[src/hdl/nand_host_pkg.sv]
package nand_host_pkg;

    // NAND command codes.
    localparam logic [7:0] CMD_READ          = 8'h00;
    localparam logic [7:0] CMD_STATUS        = 8'h70;
    localparam logic [7:0] CMD_STATUS_ENH    = 8'h78;
    localparam logic [7:0] CMD_PARAM_PAGE    = 8'hEC;
    localparam logic [7:0] CMD_RESET         = 8'hFF;

    // Status byte field positions.
    localparam int ST_FAIL       = 0;
    localparam int ST_PRIOR_FAIL = 1;
    localparam int ST_ARRAY_IDLE = 5;
    localparam int ST_READY      = 6;
    localparam int ST_UNPROT     = 7;
    localparam logic [7:0] ST_DONT_CARE_MASK = 8'h1C;

    // Parameter page layout.
    localparam logic [9:0]  PP_TMODE_LO   = 10'h081;
    localparam logic [9:0]  PP_PROG_LO    = 10'h085;
    localparam logic [9:0]  PP_ERASE_LO   = 10'h087;
    localparam logic [9:0]  PP_READ_LO    = 10'h089;
    localparam logic [9:0]  PP_COLUMN_LO  = 10'h08B;
    localparam logic [9:0]  PP_CRC_END    = 10'h0FD;
    localparam logic [9:0]  PP_CRC_LO     = 10'h0FE;
    localparam logic [9:0]  PP_CRC_HI     = 10'h0FF;
    localparam logic [15:0] CRC_SEED      = 16'h4F4E;
    localparam logic [15:0] CRC_POLY      = 16'h8005;

    // Expected timing values in the parameter page.
    localparam logic [15:0] EXP_PROG      = 16'h0258;
    localparam logic [15:0] EXP_ERASE     = 16'h2710;
    localparam logic [15:0] EXP_READ      = 16'h0019;
    localparam logic [15:0] EXP_COLUMN    = 16'h012C;

    // APB register offsets.
    localparam logic [7:0] REG_CTRL       = 8'h00;
    localparam logic [7:0] REG_ROW        = 8'h04;
    localparam logic [7:0] REG_STATUS     = 8'h08;
    localparam logic [7:0] REG_RESULT     = 8'h0C;
    localparam logic [7:0] REG_TIMES      = 8'h10;

    // Operation codes written to the control register.
    typedef enum logic [1:0] {
        OP_STATUS,
        OP_STATUS_ENH,
        OP_PARAM,
        OP_RESET
    } op_t;

    // Strobe phase timing in ns, rounded up to cycles of clk_in.
    localparam int PHASE_NS     = 32;
    localparam int CLK_NS       = 8;
    localparam int PHASE_CYC    = (PHASE_NS + CLK_NS - 1) / CLK_NS;

    // NAND pins driven by the host.
    typedef struct packed {
        logic       chip_sel_n;
        logic       cmd_latch;
        logic       addr_latch;
        logic       write_strobe_n;
        logic       read_strobe_n;
        logic       write_prot_n;
        logic [7:0] io_out;
        logic       io_oe;
    } nand_pins_t;

endpackage : nand_host_pkg

[src/hdl/nand_host.sv]
// Summary of operation
// RULE1 - Check timing-mode bits, mode 0 set
// RULE2 - Read optional cache timing-mode word
// RULE3 - Check program time 0258h
// RULE4 - Check erase time 2710h
// RULE5 - Check page read time 0019h
// RULE6 - Check change-column setup 012Ch
// RULE7 - Bytes 141-253 expected zero
// RULE8 - CRC polynomial x16+x15+x2+1
// RULE9 - Redundant copies follow byte 255
// RULE10 - Sample status during each read strobe
// RULE11 - Status may update without strobe toggle
// RULE12 - Issue 00h before resuming data reads
// RULE13 - Bit 0 is current pass/fail
// RULE14 - Bit 1 is prior page pass/fail
// RULE15 - Bit 5 reports array idle
// RULE16 - Bit 6 reports command ready
// RULE17 - Bit 7 low means protected
// RULE18 - 78h plus three row address cycles
// RULE19 - No 78h during reset or OTP
// RULE20 - Ready/busy pin low while busy
// RULE21 - Multi-plane address limits are software's
// RULE22 - Pages programmed in ascending order
// RULE23 - CRC seed 4F4Eh, MSB first, 0-253
// RULE24 - Status bits 2-4 are ignored
// RULE25 - Ready/busy pin mirrors status bit 6
module nand_host (
    input  wire logic        clk_in,
    input  wire logic        rst_in,
    input  wire logic        psel_in,
    input  wire logic        penable_in,
    input  wire logic        pwrite_in,
    input  wire logic [7:0]  paddr_in,
    input  wire logic [31:0] pwdata_in,
    output logic      [31:0] prdata_out,
    output logic             pready_out,
    output logic             pslverr_out,
    output nand_host_pkg::nand_pins_t pins_out,
    input  wire logic [7:0]  io_in,
    input  wire logic        ready_busy_n_in
);
    ////////////////////////////////////////////////////////////////////////////
    // Sequencer states.
    typedef enum logic [3:0] {
        S_IDLE, S_CMD, S_ADDR, S_WAIT, S_READ, S_DONE
    } state_t;
    // All registered state of the host in one record.
    typedef struct packed {
        state_t                    state;
        nand_host_pkg::op_t        op;
        nand_host_pkg::nand_pins_t pins;
        logic [7:0]                cmd;
        logic [23:0]               row;
        logic [1:0]                addr_left;
        logic [2:0]                phase;
        logic [9:0]                index;
        logic [15:0]               crc;
        logic [15:0]               word;
        logic [7:0]                status;
        logic                      busy;
        logic                      wp_n;
        logic [15:0]               tmode;
        logic [15:0]               max_program_time;
        logic [15:0]               max_erase_time;
        logic [15:0]               max_page_read_time;
        logic [15:0]               change_column_setup;
        logic [15:0]               crc_read;
        logic [7:0]                errors;
        logic [31:0]               rdata;
    } host_t;

    host_t r;
    host_t next_r;
    ////////////////////////////////////////////////////////////////////////////
    // One MSB-first CRC byte step over x16+x15+x2+1.
    function automatic logic [15:0] crc_step(input logic [15:0] c, input logic [7:0] d);
        logic [15:0] v;
        v = c;
        for (int i = 7; i >= 0; i--)
        begin
            if (v[15] ^ d[i])
            begin
                v = {v[14:0], 1'b0} ^ nand_host_pkg::CRC_POLY; // [RULE8]
            end
            else
            begin
                v = {v[14:0], 1'b0};
            end
        end
        return v;
    endfunction
    // Phase counter end test, used by every strobe state.
    function automatic logic phase_end(input logic [2:0] p);
        return p == 3'(nand_host_pkg::PHASE_CYC * 2 - 1);
    endfunction
    ////////////////////////////////////////////////////////////////////////////
    // Next-state logic: APB decode, pin sequencing and page checking.
    always_comb
    begin
        logic wr;
        logic rd_edge;
        next_r = r;
        wr = psel_in && penable_in && pwrite_in;
        rd_edge = r.phase == 3'(nand_host_pkg::PHASE_CYC - 1);
        // The ready/busy pin is wired-OR; low means some operation is busy.
        next_r.busy = !ready_busy_n_in; // [RULE20] [RULE25]
        // Register writes.
        if (wr && paddr_in == nand_host_pkg::REG_ROW)
        begin
            next_r.row = pwdata_in[23:0];
        end
        if (wr && paddr_in == nand_host_pkg::REG_CTRL)
        begin
            next_r.wp_n = pwdata_in[8];
            if (r.state == S_IDLE && pwdata_in[0])
            begin
                // Programs and multi-plane ops are never issued. [RULE21] [RULE22]
                // Software must not start 78h while reset runs or in OTP mode.
                next_r.op = nand_host_pkg::op_t'(pwdata_in[2:1]); // [RULE19]
                next_r.state = S_CMD;
                next_r.phase = '0;
                next_r.errors = '0;
                next_r.index = '0;
                next_r.crc = nand_host_pkg::CRC_SEED; // [RULE23]
                unique case (nand_host_pkg::op_t'(pwdata_in[2:1]))
                    nand_host_pkg::OP_STATUS:     next_r.cmd = nand_host_pkg::CMD_STATUS;
                    nand_host_pkg::OP_STATUS_ENH: next_r.cmd = nand_host_pkg::CMD_STATUS_ENH;
                    nand_host_pkg::OP_PARAM:      next_r.cmd = nand_host_pkg::CMD_PARAM_PAGE;
                    nand_host_pkg::OP_RESET:      next_r.cmd = nand_host_pkg::CMD_RESET;
                endcase
            end
        end
        next_r.pins.write_prot_n = next_r.wp_n;
        // Pin sequencer.
        unique case (r.state)
            S_IDLE:
            begin
                next_r.pins.chip_sel_n = 1'b1;
                next_r.pins.cmd_latch = 1'b0;
                next_r.pins.addr_latch = 1'b0;
                next_r.pins.io_oe = 1'b0;
                next_r.pins.write_strobe_n = 1'b1;
                next_r.pins.read_strobe_n = 1'b1;
            end
            S_CMD:
            begin
                // A write strobe: low for one half, high for the other.
                next_r.pins.chip_sel_n = 1'b0;
                next_r.pins.cmd_latch = 1'b1;
                next_r.pins.addr_latch = 1'b0;
                next_r.pins.io_oe = 1'b1;
                next_r.pins.io_out = r.cmd;
                next_r.pins.write_strobe_n = !(r.phase < 3'(nand_host_pkg::PHASE_CYC));
                next_r.phase = r.phase + 3'd1;
                if (phase_end(r.phase))
                begin
                    next_r.phase = '0;
                    next_r.addr_left = 2'd3;
                    if (r.op == nand_host_pkg::OP_STATUS_ENH)
                    begin
                        next_r.state = S_ADDR; // [RULE18]
                    end
                    else if (r.op == nand_host_pkg::OP_PARAM)
                    begin
                        next_r.addr_left = 2'd1;
                        next_r.state = S_ADDR;
                    end
                    else if (r.op == nand_host_pkg::OP_RESET)
                    begin
                        next_r.state = S_WAIT;
                    end
                    else
                    begin
                        next_r.state = S_READ;
                    end
                end
            end
            S_ADDR:
            begin
                // Three row bytes for 78h, low first; one zero byte for ECh.
                next_r.pins.cmd_latch = 1'b0;
                next_r.pins.addr_latch = 1'b1;
                next_r.pins.io_out = (r.op == nand_host_pkg::OP_PARAM) ? 8'h00 :
                    r.row[8 * (3 - r.addr_left) +: 8]; // [RULE18]
                next_r.pins.write_strobe_n = !(r.phase < 3'(nand_host_pkg::PHASE_CYC));
                next_r.phase = r.phase + 3'd1;
                if (phase_end(r.phase))
                begin
                    next_r.phase = '0;
                    next_r.addr_left = r.addr_left - 2'd1;
                    if (r.addr_left == 2'd1)
                    begin
                        next_r.state = (r.op == nand_host_pkg::OP_PARAM) ? S_WAIT : S_READ;
                    end
                end
            end
            S_WAIT:
            begin
                // Wait for the busy pin to release; it must go low within 80 ns of the last write strobe rising.
                next_r.pins.addr_latch = 1'b0;
                next_r.pins.cmd_latch = 1'b0;
                next_r.pins.io_oe = 1'b0;
                next_r.phase = (r.phase == 3'd7) ? r.phase : r.phase + 3'd1;
                if (r.phase == 3'd7 && !r.busy)
                begin
                    next_r.phase = '0;
                    next_r.state = (r.op == nand_host_pkg::OP_RESET) ? S_DONE : S_READ;
                end
            end
            S_READ:
            begin
                // Read strobe; data sampled one cycle before it rises.
                next_r.pins.addr_latch = 1'b0;
                next_r.pins.cmd_latch = 1'b0;
                next_r.pins.io_oe = 1'b0;
                next_r.pins.read_strobe_n = !(r.phase < 3'(nand_host_pkg::PHASE_CYC));
                next_r.phase = r.phase + 3'd1;
                if (rd_edge)
                begin
                    if (r.op != nand_host_pkg::OP_PARAM)
                    begin
                        // Status byte; bits 2-4 carry nothing and are masked.
                        next_r.status = io_in & ~nand_host_pkg::ST_DONT_CARE_MASK; // [RULE10] [RULE24]
                    end
                    else
                    begin
                        if (r.index <= nand_host_pkg::PP_CRC_END)
                        begin
                            next_r.crc = crc_step(r.crc, io_in); // [RULE23]
                        end
                        next_r.word = {io_in, r.word[15:8]};
                        // Reserved and vendor bytes must be zero.
                        if (r.index > nand_host_pkg::PP_COLUMN_LO + 10'd1 &&
                            r.index <= nand_host_pkg::PP_CRC_END && io_in != 8'h00)
                        begin
                            next_r.errors[6] = 1'b1; // [RULE7]
                        end
                    end
                end
                if (phase_end(r.phase))
                begin
                    next_r.phase = '0;
                    if (r.op != nand_host_pkg::OP_PARAM)
                    begin
                        next_r.state = S_DONE;
                    end
                    else
                    begin
                        next_r.index = r.index + 10'd1;
                        unique case (r.index)
                            nand_host_pkg::PP_TMODE_LO + 10'd1:
                            begin
                                next_r.tmode = r.word;
                                next_r.errors[0] = !r.word[0] || |r.word[15:6]; // [RULE1]
                            end
                            nand_host_pkg::PP_TMODE_LO + 10'd3:
                            begin
                                next_r.errors[1] = |r.word[15:6]; // [RULE2]
                            end
                            nand_host_pkg::PP_PROG_LO + 10'd1:
                            begin
                                next_r.max_program_time = r.word;
                                next_r.errors[2] = r.word != nand_host_pkg::EXP_PROG; // [RULE3]
                            end
                            nand_host_pkg::PP_ERASE_LO + 10'd1:
                            begin
                                next_r.max_erase_time = r.word;
                                next_r.errors[3] = r.word != nand_host_pkg::EXP_ERASE; // [RULE4]
                            end
                            nand_host_pkg::PP_READ_LO + 10'd1:
                            begin
                                next_r.max_page_read_time = r.word;
                                next_r.errors[4] = r.word != nand_host_pkg::EXP_READ; // [RULE5]
                            end
                            nand_host_pkg::PP_COLUMN_LO + 10'd1:
                            begin
                                next_r.change_column_setup = r.word;
                                next_r.errors[5] = r.word != nand_host_pkg::EXP_COLUMN; // [RULE6]
                            end
                            nand_host_pkg::PP_CRC_HI:
                            begin
                                // Little-endian CRC; copies at 256+ are not read.
                                next_r.crc_read = r.word;
                                next_r.errors[7] = r.word != r.crc; // [RULE8] [RULE9]
                                next_r.state = S_DONE;
                            end
                            default:
                            begin
                            end
                        endcase
                    end
                end
            end
            S_DONE:
            begin
                // Status mode persists; each op opens with its own command. [RULE12]
                next_r.pins.read_strobe_n = 1'b1;
                next_r.pins.chip_sel_n = 1'b1;
                next_r.state = S_IDLE; // [RULE11]
            end
            default:
            begin
                next_r.state = S_IDLE;
            end
        endcase
        // Read data mux, registered for the access phase.
        unique case (paddr_in)
            nand_host_pkg::REG_CTRL:   next_r.rdata = {23'h0, r.wp_n, 5'h0, r.op, 1'b0};
            nand_host_pkg::REG_ROW:    next_r.rdata = {8'h00, r.row};
            nand_host_pkg::REG_STATUS: next_r.rdata = {14'h0, r.busy, r.state != S_IDLE,
                                                       r.errors, r.status}; // [RULE13] [RULE14] [RULE15] [RULE16] [RULE17]
            nand_host_pkg::REG_RESULT: next_r.rdata = {r.crc_read, r.tmode};
            nand_host_pkg::REG_TIMES:  next_r.rdata = {r.max_erase_time, r.max_program_time};
            default:                   next_r.rdata = {r.change_column_setup,
                                                       r.max_page_read_time};
        endcase
    end
    ////////////////////////////////////////////////////////////////////////////
    // State register with synchronous reset.
    always_ff @(posedge clk_in)
    begin
        if (rst_in)
        begin
            r <= '0;
            r.state <= S_IDLE;
            r.pins.chip_sel_n <= 1'b1;
            r.pins.write_strobe_n <= 1'b1;
            r.pins.read_strobe_n <= 1'b1;
        end
        else
        begin
            r <= next_r;
        end
    end
    // Every access completes in its first access cycle.
    assign pready_out  = 1'b1;
    assign pslverr_out = 1'b0;
    assign prdata_out  = r.rdata;
    assign pins_out    = r.pins;
endmodule // nand_host

[config.mk]
export PLATFORM = sky130hd
export DESIGN_NAME = nand_host
export DESIGN_NICKNAME = d
export VERILOG_FILES = /design/src/hdl/nand_host_pkg.sv /design/src/hdl/nand_host.sv
export SDC_FILE = /design/constraint.sdc
export NUM_CORES = 1
export LEC_CHECK = 0
export BUFFER_PORTS_ARGS = -buffer_cell sky130_fd_sc_hd__buf_2
export CAP_MARGIN = 20
export CELL_PAD_IN_SITES_DETAIL_PLACEMENT = 1
export CELL_PAD_IN_SITES_GLOBAL_PLACEMENT = 1
export CORE_MARGIN = 8
export CORE_UTILIZATION = 40
export DETAILED_ROUTE_END_ITERATION = 10
export GPL_ROUTABILITY_DRIVEN = 0
export PLACE_DENSITY = 0.79
export REMOVE_ABC_BUFFERS = 1
export SLEW_MARGIN = 20
export SYNTH_ARGS = -nofsm -noshare
export SYNTH_HDL_FRONTEND = slang
export SYNTH_SLANG_ARGS = --single-unit
[constraint.sdc]
create_clock -name clk_in -period 2.1 [get_ports clk_in]
set_input_delay 0 -clock clk_in [delete_from_list [all_inputs] [get_ports clk_in]]
set_output_delay 0 -clock clk_in [all_outputs]
set_load 0.005 [all_outputs]
==> reports/results.ini <==
[global_route]
antenna_found_initial=1
grt_max_degree=83
grt_pass1_vias=10955
overflow=0
grtUsageTotal_pct=22.1
grt_pass1_wl_mm=59.4

[place]
dpl.cell_count=1716
dpl_worst_slack_ns=-0.147
hpwlAfterDp_mm=24.7
io_buffers=92

[synth]
synth-edff-count=0
synth_cell_types=61
ys_seq_elements=239
async_reset_ff_share_pct=0
syn_area_um2=10900
yosysSeqAreaShare_pct=43.9
synthFlopType=dfxtp_1
avgSynthCellArea_um2=8.13
synth_warnings=0
netlist_instances=1341

[critical_path]
cp_cell_sequence=ha_4 -> ha_4 -> nand3b_1 -> nor4_4 -> and2b_2 -> and3b_2 -> buf_12 -> mux2i_4 -> nor2_1
cp_max_fo=5
critPathLaunch=r[189]$_SDFFE_PP0P_
crit_path_frequent_cell=ha_4
path_class=reg2reg
cpMaxStageDelayCell=dfxtp_4
reg2reg_from=r[189]$_SDFFE_PP0P_
startpoint_type=flop
end_kind=flop
path_delay_family=simple AND/OR/NAND/NOR gates
worst-path-buf-inv=1
required_ns=2.51
cp.arrival_ns=2.57
slowest_delay_ns=0.36

[status]
status=finished with violations
violations=setup timing

[floorplan]
fp.coreArea_um2=26900
ios=103
initial_utilization_pct=40.6
die_w_um=181
rows=60
fp.dieH_um=181
dieArea_um2=32800

[cts]
cts_sinks=239
worstSkewPairLatency_ns=0.53
cts_buffer_depth=3
htreeDepth=1
cts-root-buf=clkbuf_16
clk_pin_slew_ns=0.06
cts_buffers=27
cts_tree=built

[timing]
min_period_ns=2.16
setup_ws_ns=-0.0626
max_freq_ghz=0.462
post-route-period-util_pct=103
final_hold_viol_count=0
setup_viol=18
skew_ns=0.00632
worstMarginPinSlew_ns=0.803
slew_headroom_pct=46.4
slew_viol_final=0
rsz0062_at_grt=yes

[layout]
ff_latch_area_um2=4790
drive_gt1_share_pct=19.5
final_nets=1525
final_common_cell=nand2_1
n_fill_cell=3167
final_util_pct=50.1
synthToLayoutAreaGrowth_pct=23.4
mostFrequentLayoutCells=nand2_1, dfxtp_1, nor2_1
final_cells=1820
multiInputGateArea_um2=5450

[route]
totalWireLength_mm=37.5
via_per_inst=5.63
vias=10251
post_drt_wl_per_cell_um=20.6
drc=0
firstDrtPassIters=5
drt_iter0_drc=644
ant_nets=0

[pwr]
p_int_w=0.00764
p_sw_share_pct=22.0
seqPwrFrac_pct=46.4
max-vdd-ir-drop_uv=623
power.leakage_nw=5.31
p_clk_share_pct=48.6
switchingPower_w=0.00216
combPwrFrac_pct=5.1
power_per_cell_area_nw_per_um2=729

[hold_path]
hold_path.startpoint=paddr_in[4]
hold_path_class=in2reg

[run]
drv_cap=0

==> logic make-up after synthesis <==
kind of cell | synth area share [%]
compound gates | 15.3
xor+xnor | 3.66
fa+ha+maj | 1.03
buf+inv | 7.57
flops | 43.9
mux | 7.57
other cells | 0.0689
simple gates | 21.0
==> state kept, by name (all words and copies together) (netlist names) <==
name	count
r	193
pins_out	14
prdata_out	32
==> metal layers <==
layer	track usage, %	part of all wire [%]	wire (um)
met5	0	0	0
met4	9.05	3.5	1310
met3	3.15	5.1	1920
met2	37.5	48	18100
met1	27.7	43	16100
==> worst min-delay path, cell delays in order <==
cell and delay [ns]:
buf_2 0.12, or4_1 0.23, o21ai_0 0.11, a21oi_1 0.12
==> cells in the mapped netlist (7+ instances only) <==
cell type / count / area [um2]
a211oi_1: 9 / 67.6
a21o_1: 10 / 75.1
a21oi_1: 125 / 626
a22oi_1: 26 / 195
a311oi_1: 11 / 96.3
and3_1: 7 / 43.8
buf_4: 52 / 390
clkbuf_1: 91 / 342
dfxtp_1: 239 / 4780
ha_1: 9 / 113
inv_1: 7 / 26.3
mux2_2: 12 / 135
mux2i_1: 69 / 691
nand2_1: 251 / 942
nand2b_1: 9 / 56.3
nand3_1: 19 / 95.1
nand4_1: 8 / 50.1
nor2_1: 148 / 556
nor2b_1: 17 / 106
nor3_1: 11 / 55.1
nor4_1: 12 / 75.1
o21ai_0: 65 / 325
o22ai_1: 25 / 156
xnor2_1: 12 / 105
xor2_1: 31 / 272
==> area by class of cell <==
cell class                 instances  share of cell area, %
multi-input combinational        941                   40.5
tap                              341                   3.17
inverter                           7                  0.195
antenna                            1                 0.0186
clock buffer                      41                   6.08
clock inverter                     4                  0.521
timing repair buffer             246                   13.9
sequential                       239                   35.6
==> repair_timing <==
action / 4_1_cts / 5_1_grt
resized for setup: 17 / 24
hold endpoints to repair: 76 / 0
setup endpoints to repair: 76 / 118
pin swaps: 4 / 4
buffers inserted: 5 / 4
cloned: 2 / 0
hold buffers: 49 / 0
==> stage by stage <==
stage | setup TNS (ns) | power (W) | cell area, um2 | hold WS, ns
floorplan | -39.91 | 0.00478 | 10100 | 0.0667
global placement | -1.29 | 0.00504 | 11800 | 0.161
detailed placement | -4.62 | 0.00505 | 11800 | 0.177
CTS | -0.500 | 0.00985 | 13400 | 0.0602
global route | -4.66 | 0.0101 | 13500 | 0.0999
finish | -0.583 | 0.00981 | 13500 | 0.0921
==> final timing paths <==
check / endpoint / slack [ns] / cells after the start
max: r[122]$_SDFFE_PP0P_ / -0.06 / 9
min: r[136]$_SDFFE_PP0P_ / 0.09 / 4
max reg2reg: r[122]$_SDFFE_PP0P_ / -0.06 / 9
min reg2reg: pins_out[14]$_SDFFE_PP1P_ / 0.44 / 2
==> power groups by stage <==
stage	Clock [W]	Combinational, W	Sequential, W
floorplan	0	0.000135	0.00465
global placement	0	0.000394	0.00465
detailed placement	0	0.000404	0.00465
CTS	0.00483	0.000469	0.00455
global route	0.00503	0.000531	0.00454
finish	0.00476	0.000497	0.00455
No activity file was read; power rests on OpenSTA's default activity.
